$ cat config.mk
export PLATFORM = sky130hd
export DESIGN_NAME = rpmc_reset_power_ctrl
export DESIGN_NICKNAME = d
export VERILOG_FILES = /design/src/core/rpmc_reset_filter.v /design/src/core/rpmc_reset_power_ctrl.v
export VERILOG_INCLUDE_DIRS = /design/src /design/src/core
export SDC_FILE = /design/constraint.sdc
export NUM_CORES = 1
export LEC_CHECK = 0
export BUFFER_PORTS_ARGS = -buffer_cell sky130_fd_sc_hd__buf_4
export CORE_MARGIN = 4
export CORE_UTILIZATION = 29
export DETAILED_ROUTE_END_ITERATION = 12
export SETUP_SLACK_MARGIN = 0.1
export SYNTH_ARGS = -nofsm -noshare
export SYNTH_HDL_FRONTEND = slang
export SYNTH_SLANG_ARGS = --single-unit
$ cat constraint.sdc
create_clock -name clk -period 1.5 [get_ports clk]
set_input_delay 0.3 -clock clk [delete_from_list [all_inputs] [get_ports clk]]
set_output_delay 0.3 -clock clk [all_outputs]
set_load 0.05 [all_outputs]
$ cat src/core/rpmc_map.vh
`ifndef RPMC_MAP_VH
`define RPMC_MAP_VH
// ********************************************************************
// Register offsets
// ********************************************************************
`define RPMC_ADDR_POWER_CONTROL_REG 8'h87
`define RPMC_ADDR_TIMER2_MODE_REG 8'hC9
`define RPMC_ADDR_STATUS 8'hF8
// ********************************************************************
// Fields and reset values
// ********************************************************************
`define RPMC_POWER_CONTROL_REG_IDL_BIT 0
`define RPMC_POWER_CONTROL_REG_PD_BIT 1
`define RPMC_POWER_CONTROL_REG_RESET 8'h00
`define RPMC_TIMER2_MODE_REG_MASK 8'h03
`define RPMC_TIMER2_MODE_REG_RESET 8'h00
`define RPMC_LOCK_TABLE_BIT 0
`define RPMC_LOCK_VERIFY_BIT 1
`define RPMC_ROM_TOP 16'h0FFF
// ********************************************************************
// Timing
// ********************************************************************
`define RPMC_RESET_OSC_PERIODS 24
`define RPMC_OSC_PER_MACHINE 12
`endif

$ cat src/core/rpmc_reset_filter.v
`timescale 1ns/10ps
// ********************************************************************
// Reset pin qualifier counted in oscillator periods
// ********************************************************************
module rpmc_reset_filter #(
   parameter HOLD = 24
) (
   // Clock and reset
   clk,
   resetn,
   // Pin side
   resetPin,
   // Result
   resetAccept
);
   input wire clk;
   input wire resetn;
   input wire resetPin;
   output reg resetAccept;
   reg [5:0] holdCnt_q;
   // Counting on the raw crystal clock keeps the span exact in oscillator periods.
   always @(posedge clk) begin
      if (!resetn) begin
         holdCnt_q <= 6'h00;
         resetAccept <= 1'b0;
      end else if (!resetPin) begin
         holdCnt_q <= 6'h00;
         resetAccept <= 1'b0;
      end else begin
         if (holdCnt_q != HOLD[5:0]) begin
            holdCnt_q <= holdCnt_q + 6'h01;
         end
         resetAccept <= (holdCnt_q >= HOLD[5:0] - 6'h01);
      end
   end
endmodule // rpmc_reset_filter

$ cat src/core/rpmc_reset_power_ctrl.v
// Strobed register access and the register addresses were chosen for this implementation.
`timescale 1ns/10ps
`include "rpmc_map.vh"
// ********************************************************************
// Reset and power mode control
// ********************************************************************
module rpmc_reset_power_ctrl #(
   parameter ROM_TOP = 16'h0FFF
) (
   // Clock and reset
   clk,
   resetn,
   // Device pins in
   resetPin,
   externalAccessSelect,
   // Register port
   regAddr,
   regWrData,
   regWrite,
   regRead,
   regRdData,
   // Core hooks
   instrDone,
   enabledIrq,
   programCounter,
   tableReadReq,
   verifyReadReq,
   lockBitField,
   // Clocks and state out
   phaseClk,
   cpuRun,
   periphRun,
   oscRun,
   ramRetain,
   coreReset,
   fetchExternal,
   tableReadAllow,
   verifyReadAllow,
   // Pin overrides
   addrLatchStrobe,
   programStoreStrobe,
   port0Float,
   port2AddrDrive,
   portHoldData
);
   input wire clk;
   input wire resetn;
   input wire resetPin;
   input wire externalAccessSelect;
   input wire [7:0] regAddr;
   input wire [7:0] regWrData;
   input wire regWrite;
   input wire regRead;
   output reg [7:0] regRdData;
   input wire instrDone;
   input wire enabledIrq;
   input wire [15:0] programCounter;
   input wire tableReadReq;
   input wire verifyReadReq;
   input wire [1:0] lockBitField;
   output reg phaseClk;
   output wire cpuRun;
   output wire periphRun;
   output wire oscRun;
   output wire ramRetain;
   output wire coreReset;
   output wire fetchExternal;
   output wire tableReadAllow;
   output wire verifyReadAllow;
   output reg addrLatchStrobe;
   output reg programStoreStrobe;
   output reg port0Float;
   output reg port2AddrDrive;
   output reg portHoldData;

   localparam [2:0] ST_RUN = 3'b001;
   localparam [2:0] ST_IDLE = 3'b010;
   localparam [2:0] ST_PDOWN = 3'b100;
   localparam [7:0] TIMER2_MODE_REG_RST = `RPMC_TIMER2_MODE_REG_RESET;

   reg [2:0] state_q;
   reg [2:0] state_d;
   reg idleReq_q;
   reg pdReq_q;
   reg [1:0] timer2_mode_reg_q;
   reg eaLatched_q;
   reg eaCaught_q;
   wire resetAccept;
   wire sysReset;
   wire eaEff;

   // ********************************************************************
   // Reset pin qualification
   // ********************************************************************
   rpmc_reset_filter #(
      .HOLD(`RPMC_RESET_OSC_PERIODS)
   ) uFilter (
      .clk(clk),
      .resetn(resetn),
      .resetPin(resetPin),
      .resetAccept(resetAccept)
   );

   assign sysReset = !resetn || resetAccept;
   assign coreReset = sysReset;

   // ********************************************************************
   // Divide-by-two clock phase
   // ********************************************************************
   // The toggle makes internal timing independent of the crystal duty cycle.
   always @(posedge clk) begin
      if (!resetn) begin
         phaseClk <= 1'b0;
      end else if (state_q != ST_PDOWN) begin
         phaseClk <= ~phaseClk;
      end
   end

   // ********************************************************************
   // Mode sequencer
   // ********************************************************************
   always @* begin
      state_d = state_q;
      case (state_q)
         ST_RUN: begin
            if (instrDone && pdReq_q) begin
               state_d = ST_PDOWN;
            end else if (instrDone && idleReq_q) begin
               state_d = ST_IDLE;
            end
         end
         ST_IDLE: begin
            if (enabledIrq) begin
               state_d = ST_RUN;
            end
         end
         ST_PDOWN: begin
            state_d = ST_PDOWN;
         end
         default: begin
            state_d = ST_RUN;
         end
      endcase
   end

   always @(posedge clk) begin
      if (sysReset) begin
         state_q <= ST_RUN;
      end else begin
         state_q <= state_d;
      end
   end

   // ********************************************************************
   // Power control and timer2 mode registers
   // ********************************************************************
   always @(posedge clk) begin
      if (sysReset) begin
         idleReq_q <= 1'b0;
         pdReq_q <= 1'b0;
         timer2_mode_reg_q <= TIMER2_MODE_REG_RST[1:0];
      end else begin
         if (state_q == ST_IDLE && state_d == ST_RUN) begin
            idleReq_q <= 1'b0;
            pdReq_q <= 1'b0;
         end else if (regWrite && regAddr == `RPMC_ADDR_POWER_CONTROL_REG) begin
            idleReq_q <= regWrData[`RPMC_POWER_CONTROL_REG_IDL_BIT];
            pdReq_q <= regWrData[`RPMC_POWER_CONTROL_REG_PD_BIT];
         end
         if (regWrite && regAddr == `RPMC_ADDR_TIMER2_MODE_REG) begin
            timer2_mode_reg_q <= regWrData[1:0];
         end
      end
   end

   always @(posedge clk) begin
      if (!resetn) begin
         regRdData <= 8'h00;
      end else if (regRead) begin
         case (regAddr)
            `RPMC_ADDR_POWER_CONTROL_REG: regRdData <= {6'h00, pdReq_q, idleReq_q};
            `RPMC_ADDR_TIMER2_MODE_REG: regRdData <= {6'h00, timer2_mode_reg_q};
            `RPMC_ADDR_STATUS: regRdData <= {3'h0, eaLatched_q, 1'b0, state_q};
            default: regRdData <= 8'h00;
         endcase
      end else begin
         regRdData <= 8'h00;
      end
   end

   // ********************************************************************
   // External access select and lock bits
   // ********************************************************************
   // The select is caught on the first edge after reset releases, never during it.
   always @(posedge clk) begin
      if (sysReset) begin
         eaCaught_q <= 1'b0;
         eaLatched_q <= 1'b0;
      end else if (!eaCaught_q) begin
         eaCaught_q <= 1'b1;
         eaLatched_q <= externalAccessSelect;
      end
   end

   assign eaEff = lockBitField[`RPMC_LOCK_TABLE_BIT] ? eaLatched_q : externalAccessSelect;
   assign fetchExternal = !eaEff || (programCounter > ROM_TOP);
   assign tableReadAllow = !(tableReadReq && fetchExternal
                             && lockBitField[`RPMC_LOCK_TABLE_BIT]);
   assign verifyReadAllow = !(verifyReadReq
                              && lockBitField[`RPMC_LOCK_VERIFY_BIT]);

   // ********************************************************************
   // Clock gating and pin states
   // ********************************************************************
   assign cpuRun = (state_q == ST_RUN) && !sysReset;
   assign periphRun = (state_q != ST_PDOWN);
   assign oscRun = (state_q != ST_PDOWN);
   assign ramRetain = (state_q != ST_RUN);

   always @(posedge clk) begin
      if (!resetn) begin
         addrLatchStrobe <= 1'b1;
         programStoreStrobe <= 1'b1;
         port0Float <= 1'b0;
         port2AddrDrive <= 1'b0;
         portHoldData <= 1'b0;
      end else begin
         case (state_d)
            ST_IDLE: begin
               addrLatchStrobe <= 1'b1;
               programStoreStrobe <= 1'b1;
               port0Float <= !eaEff;
               port2AddrDrive <= !eaEff;
               portHoldData <= 1'b1;
            end
            ST_PDOWN: begin
               addrLatchStrobe <= 1'b0;
               programStoreStrobe <= 1'b0;
               port0Float <= !eaEff;
               port2AddrDrive <= 1'b0;
               portHoldData <= 1'b1;
            end
            default: begin
               addrLatchStrobe <= 1'b1;
               programStoreStrobe <= 1'b1;
               port0Float <= 1'b0;
               port2AddrDrive <= 1'b0;
               portHoldData <= 1'b0;
            end
         endcase
      end
   end
endmodule // rpmc_reset_power_ctrl

; ---- Yosys cells after proc, flatten, opt, wreduce, memory -nomap -nowiden
; Cells that the tools add are included.
[op_classes]
mux = 9
n_bitwise = 1
addsub = 1
eq_ne = 12
magnitude_cmp = 2
reduce_logical = 22
[ops]
columns = cell, count
row1 = "8-bit == test, second input constant", 3
row2 = "16-bit by 12-bit > comparator with 1-bit output, second input constant", 1
row3 = 5-bit one-hot mux with 3 select lines, 1
row4 = 1-bit logical AND, 9
row5 = 3-bit two-way mux, 3
row6 = 3-bit one-hot mux with 3 select lines, 1
row7 = 2-bit AND reduction, 4
row8 = "6-bit by 1-bit adder with 6-bit output, second input constant", 1
row9 = "3-bit by 1-bit == test with 1-bit output, second input constant", 2
row10 = "3-bit by 2-bit == test with 1-bit output, second input constant", 2
row11 = "3-bit == test, second input constant", 2
row12 = "6-bit by 5-bit >= comparator with 1-bit output, second input constant", 1
row13 = "6-bit by 5-bit != test with 1-bit output, second input constant", 1
row14 = 1-bit logical NOT, 5
row15 = 1-bit two-way mux, 4
row16 = 2-bit OR reduction, 2
row17 = "3-bit by 1-bit != test with 1-bit output, second input constant", 1
row18 = "3-bit != test, second input constant", 1
row19 = 1-bit logical OR, 2
row20 = 1-bit NOT, 1
[totals]
input_bits = 44
wordCells = 61
register_bits = 29

; ---- Depth between registers and ports, before layout
; Gate-level depths: netlist of run 1.
[depth]
ltp_word = 7
ltp_mapped = 4
depth_no_buf = 4

; ---- By module
; A second synthesis of run 1 with hierarchy kept.
[hier_totals]
hier_cells = 141
hier_area_um2 = 1297.5
[modules_own_cells]
columns = mod, cells_per_inst, instances, area_per_inst_um2
row1 = rpmc_reset_power_ctrl, 105, 1, 953.4
row2 = rpmc_reset_filter, 36, 1, 344.1

; ---- Least setup slack after synthesis of run 1
; No wires, ideal clock.
[synth_path]
kind = register to output
startpoint = reg state_q[0]
endpoint = out cpuRun
t_required_ps = 1200
arrival_ps = 1591
path_slack_ps = -391
path_stages_with_launch = 3
path_cell_list = dfxtp_1 > or3b_4 > nor2_1
[synth_between]
elab_chain_len = 2
[synth_rtl]
columns = element, line
row1 = "start, declared", rpmc_reset_power_ctrl.v:81  ; reg [2:0] state_q;
row2 = "start signal, assigned", rpmc_reset_power_ctrl.v:150  ; state_q <= state_d;
row3 = 3-bit by 1-bit == test with 1-bit output, rpmc_reset_power_ctrl.v:215  ; assign cpuRun = (state_q == ST_RUN) && !sysReset;
row4 = 1-bit logical AND, rpmc_reset_power_ctrl.v:215
row5 = "end, declared", rpmc_reset_power_ctrl.v:62  ; output wire cpuRun;
; No other way between the ends.

; ---- Worst setup path after layout of run 1
[layout_path]
startpoint = reg state_q[2]
endpoint = out cpuRun
; Same word-level chain as after synthesis.

==> results.md, run 1 <==
Timing:
- The max-slew violation total from the final report is 0.
- The shortest period the worst path allows is 1.593 ns.
- The final-report setup violation count is 4.
- The portion of the clock cycle consumed by the worst path in the final layout is 106.2%.
- Setup repair after global routing could not meet its margin everywhere.
- The number of endpoints with negative hold slack in the final report was 0.
- The achievable frequency is 627.8 MHz.
- The worst-case clock skew is 0.004388 ns.
- The post-layout worst setup margin is -0.09297 ns.
- The tightest hold margin is 0.2627 ns.

Drt:
- The final wirelength is 3348 um.
- The detailed router placed 1,180 vias in this run.
- The average vias per placed instance is 4.917.
- The remaining antenna violation count after routing is 0.
- For this run, design rule violations remaining after detail routing come to 0.
- The number of DRC violations after detailed-routing iteration 0 is 45.
- The length of the first detailed-routing pass in iterations is 4.
- The detail-routed net length per standard cell is 13.95 um.

Flow run:
- The number of max-cap violations is 0.

Clock network:
- Hold repair after CTS inserted 0 buffers.
- The number of clock buffers inserted by TritonCTS is 3.
- The latest clock arrival within the worst-skew pair is 0.26 ns.
- The root buffer selected by CTS is sky130_fd_sc_hd__clkbuf_8.
- The clock passes through at most 2 buffers.
- TritonCTS built the clock tree.
- The clock-pin transition on the worst setup and hold timing paths is 0.09 ns.
- CTS built an H-tree with a depth of 1.
- The TritonCTS sink count is 25.

Outcome:
- The checks that failed: setup timing.
- The flow ran to the end, but the final reports show violations.

Critical path:
- The endpoint required time on the critical path is 1.20 ns.
- The worst register-to-register path ends at port0Float.
- The signal arrival time at the worst endpoint is 1.29 ns.
- The nature of the critical path endpoint is a primary output.
- The worst register-to-register path begins at state_q[2].
- The critical path launch point type is a flop.
- The internal reg-to-reg setup slack is 0.03 ns.
- Of all nets on the critical path, the largest fanout is 3.
- The worst setup path is of the flop to primary output kind.
- The worst reg-to-reg path cell count is 4.

Global routing:
- The initial antenna violation count is 0.
- The first global-routing pass estimated 5354 um of wire.
- The total routing usage reported by global routing is 12.37%.
- The number of global-route vias before repair is 1,195.
- Entering global routing, the biggest net connects 15 pins.
- Summed over all layers, the global routing overflow is 0.

Pwr:
- The cell internal power dissipation is 946.2 uW.
- The portion of total power attributed to the clock network is 30.4%.
- The part of the power in combinational logic is 17.1%.
- The analysis attributes to net switching a power of 335.2 uW.
- Net switching is 26.16% of the power.
- In this run the static leakage power is 0.7722 nW.
- VDD sags by at most 0.3286 mV.
- Power spread over the standard cell area amounts to 683.2 nW/um2.
- The sequential share of power is 52.5%.

Synthesis:
- The average size of a mapped cell is 9.451 um2.
- The count of mapped cells out of synthesis is 130.
- After synthesis, the largest area contributor takes up 40.73% of total cell area.
- Sorting the synthesized cells by area gives the leading types as sky130_fd_sc_hd__dfxtp_1 41%, sky130_fd_sc_hd__a21oi_1 3.7%, sky130_fd_sc_hd__buf_4 3.7%.
- The primary flip-flop cell chosen by synthesis mapping is sky130_fd_sc_hd__dfxtp_1.
- The number of library cell types mapped by synthesis is 42.
- The synthesized flop and latch total is 25.
- The async set-or-reset flop fraction in the synthesized netlist is 0%.
- The mapped netlist covers 1229 um2.
- The biggest area consumer among synthesized cells is sky130_fd_sc_hd__dfxtp_1.
- The number of enable flip-flop cells after synthesis is 0.
- The number of warning messages in the yosys log is 0.
- The sequential area share after synthesis is 40.73%.

Layout:
- The finished layout holds 240 standard cells, fillers aside.
- In the final layout, the share of cells above drive strength 1 is 44.74%.
- Leaving out fill and tap cells, the most frequent cell in the layout is sky130_fd_sc_hd__buf_4.
- Leaving out fill and tap cells, the most frequent cells in the layout are 54 x sky130_fd_sc_hd__buf_4, 21 x sky130_fd_sc_hd__dfxtp_1, 7 x sky130_fd_sc_hd__a21oi_1.
- The number of inserted diodes is 0.
- Relative to the synthesized area, the layout overhead comes to 52.65%.
- After the last flow step, the layout net total stands at 237.

Floorplanning:
- The area enclosed by the die boundary is 5342 um2.
- In this run the core area contains 23 standard-cell rows.
- In this run the standard cell core region covers 4058 um2.
- The effective utilization at floorplan is 30.28%.
- In this run the vertical extent of the chip is 73.09 um.
- The number of primary I/O pins is 66.
- The die outline width is 73.09 um.

Worst hold path:
- In this run the most critical hold path is launched from regWrData[0].
- The worst hold path belongs to the class input port to flop.
- Counting instances, the worst hold path has a depth of 2.
- For hold timing, the worst endpoint is timer2_mode_reg_q[0].

Place:
- The number of input and output port buffers inserted is 43.
- Detailed placement ended at an HPWL of 2511 um.
- At the end of routability-driven placement, the weighted congestion stood at 0.7915.
- The cell total after placement is 222.
registers in the layout, indices dropped and copies added (netlist names), 2 cells and up:
| register | count |
|---|---|
| timer2_mode_reg_q | 2 |
| state_q | 3 |
| uFilter.holdCnt_q | 6 |
| regRdData | 4 |
how the worst max path moves through the flow:
stage,depth (start not counted),slack (ns),start,endpoint
after floorplan,2,0.05,state_q[0],cpuRun
after global placement,5,0.07,programCounter[15],tableReadAllow
after detailed placement,4,0.03,regAddr[2],timer2_mode_reg_q[0]
after CTS,3,-0.08,state_q[2],cpuRun
after global routing,3,-0.13,state_q[1],cpuRun
final,3,-0.09,state_q[2],cpuRun
cells in the mapped netlist, drive strengths merged (4+ instances only):
cell type	n
inv	7
nand3	5
a21oi	9
nand4bb	4
buf	6
nor2	8
dfxtp	25
nand4	4
nand4b	4
nand2	7
cell families (layout without fill, tap and decap cells):
| kind of cell | after synthesis | count (layout) | synth area share (%) |
|---|---|---|---|
| AOI/OAI and AO/OA | 26 | 26 | 15.78 |
| xor gates and xnor gates | 5 | 5 | 3.565 |
| adders and majority gates | 2 | 2 | 2.036 |
| buffers and inverters | 14 | 71 | 6.110 |
| DFF | 25 | 25 | 40.73 |
| muxes | 2 | 2 | 1.731 |
| other | 1 | 4 | 0.3052 |
| and+or+nand+nor | 55 | 55 | 29.74 |
metrics by stage:
stage / worst slack, ns / TNS [ns] / util, % / total power [mW] / cell area (um2)
after floorplan: 0.05387 / 0 / - / 0.8028 / 1249
after global placement: 0.07272 / 0 / 39.62 / 0.8797 / 1608
after detailed placement: 0.02553 / 0 / 39.62 / 0.8861 / 1608
after CTS: -0.08008 / -0.1166 / 44.59 / 1.285 / 1809
after global routing: -0.1311 / -0.4032 / 46.22 / 1.339 / 1876
final: -0.09297 / -0.1786 / 46.22 / 1.281 / 1876
worst max-delay path, stage by stage (launching register included):
cell,delay [ns]
sky130_fd_sc_hd__dfxtp_2,0.34
sky130_fd_sc_hd__or3b_4,0.43
sky130_fd_sc_hd__nor2_4,0.11
sky130_fd_sc_hd__buf_8,0.15
what timing repair did:
item / CTS / global route
setup endpoints to repair: 13 / 12
pin swaps: 3 / 5
setup buffers: 9 / 5
gates resized for setup: 24 / 6
per-layer routing:
| metal | share of wire, % | vias to the layer above | GRT usage, % |
|---|---|---|---|
| met5 | 0 | - | 0 |
| met4 | 1.6 | 0 | 4.508 |
| met3 | 6.3 | 6 | 1.928 |
| met2 | 52 | 39 | 22.54 |
| met1 | 40 | 547 | 14.38 |
| li1 | - | 588 | - |
power by group through the flow:
stage / clock network [mW] / registers [mW] / logic, mW
3_5_place_dp: 0 / 0.692 / 0.194
6_report: 0.390 / 0.673 / 0.219
2_1_floorplan: 0 / 0.698 / 0.105
3_3_place_gp: 0 / 0.692 / 0.188
5_1_grt: 0.433 / 0.674 / 0.232
4_1_cts: 0.404 / 0.673 / 0.208
layout make-up:
| type | count | area, um2 |
|---|---|---|
| well taps | 50 | 62.56 |
| flip-flops and latches | 25 | 510.5 |
| multi-input cells | 94 | 742.0 |
| fillers | 384 | 2182 |
| inverters | 7 | 26.28 |
| clock inverters | 1 | 5.005 |
| repair buffers | 60 | 488.0 |
| clock buffers | 3 | 41.29 |
Power figures use the tool's default switching activity.
==> run 2, diff against run 1 <==
--- a/config.mk
+++ b/config.mk
@@ -6,10 +6,14 @@
 export SDC_FILE = /design/constraint.sdc
 export NUM_CORES = 1
 export LEC_CHECK = 0
+export ABC_AREA = 1
 export BUFFER_PORTS_ARGS = -buffer_cell sky130_fd_sc_hd__buf_4
+export CELL_PAD_IN_SITES_DETAIL_PLACEMENT = 1
+export CELL_PAD_IN_SITES_GLOBAL_PLACEMENT = 2
 export CORE_MARGIN = 4
-export CORE_UTILIZATION = 29
+export CORE_UTILIZATION = 22
 export DETAILED_ROUTE_END_ITERATION = 12
+export PLACE_DENSITY_LB_ADDON = 0.1
 export SETUP_SLACK_MARGIN = 0.1
 export SYNTH_ARGS = -nofsm -noshare
 export SYNTH_HDL_FRONTEND = slang
==> results.md, run 2 <==
Global routing:
- The largest net degree at the start of global routing was 14 (-1).
- The number of global-route vias before repair was 1,307 (+9.4%).
- The initial antenna violation count was 0 (unchanged).
- The total global routing overflow is 0 (unchanged).
- The total routing usage reported by global routing was 10.97% (-1.4 points).
- The wire length of the first global-routing pass is 5671 um (+5.9%).

Layout:
- The library cell used most frequently in the layout, excluding fill and tap cells, is sky130_fd_sc_hd__buf_4.
- The net count reported at finish was 268 (+13%).
- Ranked by flip-flop count, first place goes to uFilter.holdCnt_q.
- The fraction of layout instances using a drive strength above 1 is 37.56% (-7.2 points).
- In the final layout, the registers with the most flip-flops are uFilter.holdCnt_q (6), regRdData (4), state_q (3).
- The library cells used most frequently in the layout, excluding fill and tap cells, are 48 x sky130_fd_sc_hd__buf_4, 29 x sky130_fd_sc_hd__nand2_1, 21 x sky130_fd_sc_hd__dfxtp_1.
- The number of inserted diodes was 0 (unchanged).
- The number of flip-flops under the largest register name came to 6 (unchanged).
- The final design utilization is 33.99% (-12 points).
- The area added between synthesis and finish is 46.85%.

Timing:
- The final-layout setup total negative slack came to 0 ns (+0.1786 ns).
- The number of endpoints with negative hold slack in the final report came to 0 (unchanged).
- The max-slew violation total from the final report came to 0 (unchanged).
- The worst-case clock skew is 0.001331 ns (-0.003057 ns).
- The final-report setup violation count is 0 (-4).
- The portion of the clock cycle consumed by the worst path in the final layout is 91.71% (-14 points).
- The achievable frequency is 726.9 MHz (+16%).
- Setup repair after global routing could not meet its margin everywhere.
- The shortest period the worst path allows is 1.376 ns (-0.2173 ns).

Pwr:
- The switching component of the power came to 403.5 uW (+20%).
- The sequential share of power came to 49.7% (-2.8 points).
- The switching fraction of total power is 29.00% (+2.8 points).
- The portion of total power attributed to the clock network is 29.1% (-1.3 points).
- The leakage dissipation is 0.8216 nW (+6.4%).
- The peak supply drop is 0.3055 mV (-7.0%).
- The cell internal power dissipation is 987.8 uW (+4.4%).
- The part of the power in combinational logic was 21.2% (+4.1 points).
- The total power divided by cell area was 781.4 nW/um2 (+14%).

Worst hold path:
- The worst hold path belongs to the class input port to flop.

Synthesis:
- The async set-or-reset flop fraction in the synthesized netlist was 0% (unchanged).
- The number of enable flip-flop cells after synthesis is 0 (unchanged).
- The primary flip-flop cell chosen by synthesis mapping is sky130_fd_sc_hd__dfxtp_1.
- The biggest area consumer among synthesized cells is sky130_fd_sc_hd__dfxtp_1.
- The synthesized flop and latch total is 25 (unchanged).
- In the synthesized netlist, the cells that appear most often are 30 x sky130_fd_sc_hd__nand2_1, 25 x sky130_fd_sc_hd__dfxtp_1, 20 x sky130_fd_sc_hd__inv_1, 20 x sky130_fd_sc_hd__nor2_1, 13 x sky130_fd_sc_hd__nand3_1.
- Yosys attributes the largest share of cell area to sky130_fd_sc_hd__dfxtp_1 41%, sky130_fd_sc_hd__nand2_1 9.3%, sky130_fd_sc_hd__inv_1 6.2%.
- Yosys instantiated no cell more often than sky130_fd_sc_hd__nand2_1.
- The count of mapped cells out of synthesis is 168 (+29%).
- The netlist area before placement is 1212 um2 (-1.3%).
- The average size of a mapped cell was 7.217 um2 (-24%).
- The number of warning messages in the yosys log is 0 (unchanged).
- The share of the synthesized area in the top cell type is 41.28% (+0.55 points).
- The sequential area share after synthesis was 41.28% (+0.55 points).
- The number of library cell types mapped by synthesis is 23 (-45%).

Drt:
- The detail-routed net length per standard cell came to 12.17 um (-13%).
- The DRC violation count after routing is 0 (unchanged).
- The remaining antenna violation count after routing is 0 (unchanged).
- The length of the first detailed-routing pass in iterations is 3 (-1).
- The final wirelength is 3542 um (+5.8%).
- The via total after detailed routing is 1,221 (+3.5%).
- The number of DRC violations after detailed-routing iteration 0 is 36 (-20%).
- The average vias per placed instance is 4.196 (-15%).

Place:
- The final RePlAce weighted congestion is 0.7927 (+0.15%).
- The placed wire-length estimate after detailed placement is 2980 um (+19%).
- The number of input and output port buffers inserted is 43 (unchanged).

Critical path:
- The critical-path cell with the highest stage delay is sky130_fd_sc_hd__nor4_1.
- The kind of cell with the highest combined delay along the critical path is simple AND/OR/NAND/NOR gates.
- The critical path is of the input port to primary output type.
- The endpoint required time on the critical path is 1.20 ns (about the same).
- The signal arrival time at the worst endpoint is 1.08 ns (-0.21 ns).
- The number of buffers and inverters on the critical path is 2 (+1).
- The critical path launch point type is an input port.
- The nature of the critical path endpoint is a primary output.
- The delay contributed by the slowest stage of the critical path is 0.32 ns (-0.11 ns).
- Traced cell by cell, the critical path runs through buf_4, nor4_1, nand2_2, nand3_4, buf_8.
- The highest net fanout along the worst path is 2 (-1).

Clock network:
- The TritonCTS sink count is 25 (unchanged).
- The latest clock arrival within the worst-skew pair is 0.27 ns (about the same).
- The clock-pin transition on the worst setup and hold timing paths came to 0.09 ns (about the same).
- The maximum level of the CTS H-tree is 1 (unchanged).
- The buffer levels on the longest clock path is 2 (unchanged).
- The tree is rooted in a sky130_fd_sc_hd__clkbuf_8.
- The number of clock buffers inserted by TritonCTS is 3 (unchanged).
- The TritonCTS clock tree is built.
- The hold buffer count at CTS is 0 (unchanged).

Floorplanning:
- The area enclosed by the die boundary is 6763 um2 (+27%).
- The height of the chip came to 82.24 um (+13%).
- The effective utilization at floorplan is 23.15% (-7.1 points).
- The number of primary I/O pins was 66 (unchanged).
- The number of placement rows is 26 (+13%).
- The die outline width is 82.24 um (+13%).
- The area of the core is 5238 um2 (+29%).

Outcome:
- The flow ran to the end, and the final reports show no timing, DRC or antenna violations.

Flow run:
- The number of max-cap violations came to 0 (unchanged).
## run 2: cell count changes after synthesis, sizes merged, moves of 4 or more
cell,before,now
nand2,7,32
inv,7,26
nand4b,4,0
nor2,8,27
nand3,5,17
nand4bb,4,0
## run 2: final cells by class
class / instances / area, um2
Inverter: 26 / 100.1
Clock buffer: 4 / 45.04
Multi-Input combinational cell: 114 / 629.4
Tap cell: 70 / 87.58
Timing Repair Buffer: 52 / 412.9
Sequential cell: 25 / 505.5
Fill cell: 663 / 3457
## run 2: path summary, 6_finish.rpt
path	endpoint	slack [ns]	cells after the start	start
hold reg to reg	eaLatched_q	0.43	1	eaCaught_q
setup / recovery	tableReadAllow	0.12	5	programCounter[15]
hold / removal	eaLatched_q	0.31	3	externalAccessSelect
setup reg to reg	programStoreStrobe	0.32	5	state_q[2]
## run 2: logic make-up after synthesis
logic type / count (synthesis) / share of synthesized area (%)
flip-flops: 25 / 41.28
other: 1 / 0.3093
XOR/XNOR: 2 / 1.445
AO/OA/AOI/OAI: 19 / 8.152
AND/OR/NAND/NOR: 87 / 34.98
buffers and inverters: 32 / 11.76
adder cells (fa/ha/maj): 2 / 2.064
## run 2: metal layers
| layer | global-route usage, % | up-vias | wire [um] |
|---|---|---|---|
| met2 | 21.23 | 19 | 1980 |
| met5 | 0 | - | 0 |
| li1 | - | 634 | - |
| met1 | 11.84 | 564 | 1401 |
| met3 | 1.952 | 4 | 130 |
| met4 | 3.488 | 0 | 29 |
## run 2: worst reg2reg max path, stage by stage (launching register included)
cell and delay [ns]:
sky130_fd_sc_hd__dfxtp_2 0.36, sky130_fd_sc_hd__inv_2 0.08, sky130_fd_sc_hd__nand3_4 0.10, sky130_fd_sc_hd__buf_4 0.16
sky130_fd_sc_hd__o21a_1 0.18, sky130_fd_sc_hd__or2_1 0.21
## run 2: what timing repair did
item	in CTS	in global routing
setup endpoints to repair	6	3
pin swaps	3	2
setup buffers	5	1
resized for setup	13	3
## run 2: power by group through the flow
| stage | logic [mW] | clock network, mW | registers, mW |
|---|---|---|---|
| finish | 0.295 | 0.405 | 0.692 |
| global route | 0.320 | 0.454 | 0.694 |
| CTS | 0.291 | 0.428 | 0.692 |
| detailed placement | 0.269 | 0 | 0.706 |
| global placement | 0.262 | 0 | 0.704 |
| floorplan | 0.141 | 0 | 0.724 |
## run 2: stage by stage
| step | area [um2] | total power [mW] | hold WS (ns) | setup slack (ns) | cells |
|---|---|---|---|---|---|
| final | 1780 | 1.391 | 0.3121 | 0.1243 | 291 |
| after global routing | 1780 | 1.469 | 0.3211 | 0.07013 | 291 |
| after CTS | 1759 | 1.411 | 0.3116 | 0.04893 | 290 |
| after detailed placement | 1634 | 0.9743 | 0.4326 | 0.07723 | 281 |
| after global placement | 1634 | 0.9667 | 0.4172 | 0.07874 | 281 |
| after floorplan | 1246 | 0.8651 | 0.4120 | 0.1015 | 171 |
==> run 3, diff against run 2 <==
--- a/config.mk
+++ b/config.mk
@@ -10,7 +10,6 @@
 export BUFFER_PORTS_ARGS = -buffer_cell sky130_fd_sc_hd__buf_4
 export CELL_PAD_IN_SITES_DETAIL_PLACEMENT = 1
 export CELL_PAD_IN_SITES_GLOBAL_PLACEMENT = 2
-export CORE_MARGIN = 4
 export CORE_UTILIZATION = 22
 export DETAILED_ROUTE_END_ITERATION = 12
 export PLACE_DENSITY_LB_ADDON = 0.1
==> results.md, run 3 (synthesis results as in run 2) <==
Global routing:
- The initial antenna violation count is 0 (unchanged).
- The total global routing overflow came to 0 (unchanged).
- The wire length of the first global-routing pass came to 5478 um (-3.4%).
- The largest net degree at the start of global routing is 15 (+1).
- The total routing usage reported by global routing was 11.63% (+0.66 points).
- The number of global-route vias before repair is 1,289 (-1.4%).

Timing:
- The max-slew violation total from the final report is 0 (unchanged).
- The final-layout setup total negative slack is 0 ns (unchanged).
- The worst-case clock skew is 0.006603 ns (+0.005272 ns).
- The number of endpoints with negative hold slack in the final report is 0 (unchanged).
- The portion of the clock cycle consumed by the worst path in the final layout was 91.00% (-0.71 points).
- The achievable frequency is 732.6 MHz (+0.78%).
- The final-report setup violation count came to 0 (unchanged).
- Setup repair after global routing could not meet its margin everywhere.
- The shortest period the worst path allows is 1.365 ns (-0.01064 ns).

Drt:
- The average vias per placed instance is 4.186 (-0.25%).
- The DRC violation count after routing was 0 (unchanged).
- The length of the first detailed-routing pass in iterations is 4 (+1).
- The detail-routed net length per standard cell was 11.17 um (-8.2%).
- The number of DRC violations after detailed-routing iteration 0 is 43 (+19%).
- The remaining antenna violation count after routing is 0 (unchanged).
- The via total after detailed routing came to 1,218 (-0.25%).
- The final wirelength is 3250 um (-8.2%).

Clock network:
- The TritonCTS clock tree is built.
- The clock-pin transition on the worst setup and hold timing paths is 0.08 ns (about the same).
- Clock tree synthesis selected as its root buffer the cell sky130_fd_sc_hd__clkbuf_8.
- The TritonCTS sink count is 25 (unchanged).
- The buffer levels on the longest clock path is 2 (unchanged).
- The number of clock buffers inserted by TritonCTS was 3 (unchanged).
- The maximum level of the CTS H-tree is 1 (unchanged).
- The latest clock arrival within the worst-skew pair was 0.27 ns (about the same).

Critical path:
- The kind of cell with the highest combined delay on the critical path is flip-flops.
- The number of buffers and inverters on the critical path is 2 (unchanged).
- The first element of the critical path is eaLatched_q.
- The source of the worst register-to-register timing path is state_q[2].
- The delay contributed by the slowest stage of the critical path came to 0.33 ns (about the same).
- The highest net fanout along the worst path is 2 (unchanged).
- The critical path depth is 5 (unchanged).
- The critical path is of the flop to primary output type.
- The signal arrival time at the worst endpoint is 1.07 ns (about the same).
- The worst reg-to-reg path cell count was 6 (+1).
- Among all stages on the critical path, the largest delay is contributed by sky130_fd_sc_hd__dfxtp_2.
- The capture point of the worst reg-to-reg path is programStoreStrobe.
- The critical path goes through inv_2, a21oi_4, nand2_2, nand3_4, buf_8.
- The internal reg-to-reg setup slack is 0.22 ns (-0.10 ns).
- The endpoint required time on the critical path is 1.20 ns (about the same).
- STA classifies the critical path startpoint as a flop.
- The last element of the critical path is tableReadAllow.
- The nature of the critical path endpoint is a primary output.

Layout:
- The final non-filler cell area is 1793 um2 (+0.70%).
- The net count reported at finish is 268 (unchanged).
- The fraction of layout instances using a drive strength above 1 is 38.46% (+0.90 points).
- Relative to the synthesized area, the layout overhead comes to 47.88%.
- The number of inserted diodes is 0 (unchanged).
- In the layout the commonest cells are 48 x sky130_fd_sc_hd__buf_4, 29 x sky130_fd_sc_hd__nand2_1, 21 x sky130_fd_sc_hd__dfxtp_1.
- The sequential standard cell area was 508.0 um2 (+0.49%).
- The commonest non-fill, non-tap cell in the layout is sky130_fd_sc_hd__buf_4.
- The area occupied by multi-input gates is 635.6 um2 (+0.99%).
- The number of flip-flops under the largest register name was 6 (unchanged).
- The largest registers in the layout are uFilter.holdCnt_q (6), regRdData (4), state_q (3).
- The number of filler cells placed in the layout is 659 (-0.60%).
- Ranked by flip-flop count, first place goes to uFilter.holdCnt_q.
- The final design utilization is 34.45% (+0.45 points).

Floorplanning:
- The effective utilization at floorplan is 23.29% (+0.14 points).
- The height of the chip is 76.24 um (-7.3%).
- The area of the core is 5205 um2 (-0.62%).
- The number of primary I/O pins is 66 (unchanged).
- The number of placement rows is 26 (unchanged).
- The area enclosed by the die boundary is 5812 um2 (-14%).
- The die outline width is 76.24 um (-7.3%).

Place:
- The area after detailed placement is 1627 um2 (-0.46%).
- The number of input and output port buffers inserted is 43 (unchanged).
- The placed wire-length estimate after detailed placement is 2677 um (-10%).
- The final RePlAce weighted congestion is 0.7462 (-5.9%).

Pwr:
- The leakage dissipation is 0.8276 nW (+0.73%).
- The peak supply drop is 0.5353 mV (+75%).
- The total power divided by cell area is 768.8 nW/um2 (-1.6%).

Flow run:
- The number of max-cap violations is 0 (unchanged).

Outcome:
- The flow ran to the end, and the final reports show no timing, DRC or antenna violations.

Worst hold path:
- The type of the tightest min-delay check is input port to flop.
[run 3: per-layer routing]
| metal | vias up | routed length (um) | GRT usage, % |
|---|---|---|---|
| li1 | 630 | - | - |
| met1 | 563 | 1331 | 12.03 |
| met2 | 23 | 1760 | 22.97 |
| met3 | 2 | 141 | 3.473 |
| met4 | 0 | 15 | 1.923 |
| met5 | - | 0 | 0 |
[run 3: through the flow]
stage / hold slack, ns / power (mW) / worst slack (ns) / std cells
6_report: 0.3100 / 1.378 / 0.1350 / 291
5_1_grt: 0.3129 / 1.465 / 0.07114 / 291
4_1_cts: 0.3028 / 1.404 / 0.06192 / 288
3_5_place_dp: 0.4292 / 0.9685 / 0.07736 / 280
3_3_place_gp: 0.4221 / 0.9618 / 0.1005 / 280
2_1_floorplan: 0.4120 / 0.8651 / 0.1015 / 171
[run 3: how the worst min path moves through the flow]
stage | start | end | slack [ns] | depth (start not counted)
6_report | externalAccessSelect | eaLatched_q | 0.31 | 3
5_1_grt | resetn | port2AddrDrive | 0.31 | 3
4_1_cts | externalAccessSelect | eaLatched_q | 0.30 | 3
3_5_place_dp | eaCaught_q | eaLatched_q | 0.43 | 1
3_3_place_gp | eaCaught_q | eaLatched_q | 0.42 | 1
2_1_floorplan | eaCaught_q | eaLatched_q | 0.41 | 1
[run 3: timing repair]
action                     CTS  global route
cloned                       0             0
hold buffers                 0             0
setup buffers                4             3
gates resized for setup     14             5
pin swaps                    2             3
setup endpoints to repair    6             5
[run 3: power breakdown]
group / internal [mW] / leakage [nW] / switching (mW)
combinational: 0.117 / 0.598 / 0.174
sequential: 0.677 / 0.204 / 0.0128
clock: 0.186 / 0.0255 / 0.212
total: 0.980 / 0.828 / 0.399
[run 3: layout make-up]
cell class | count | share of cell area (%)
clock buffer | 3 | 2.303
clock inverter | 1 | 0.2791
inverter | 26 | 5.722
multi-input combinational | 114 | 35.45
sequential | 25 | 28.33
tap | 70 | 4.885
timing repair buffer | 52 | 23.03
[run 3: tightest hold or removal path: stages]
cell and delay (ns):
sky130_fd_sc_hd__buf_4 0.08, sky130_fd_sc_hd__o21ai_1 0.06, sky130_fd_sc_hd__a21oi_1 0.09
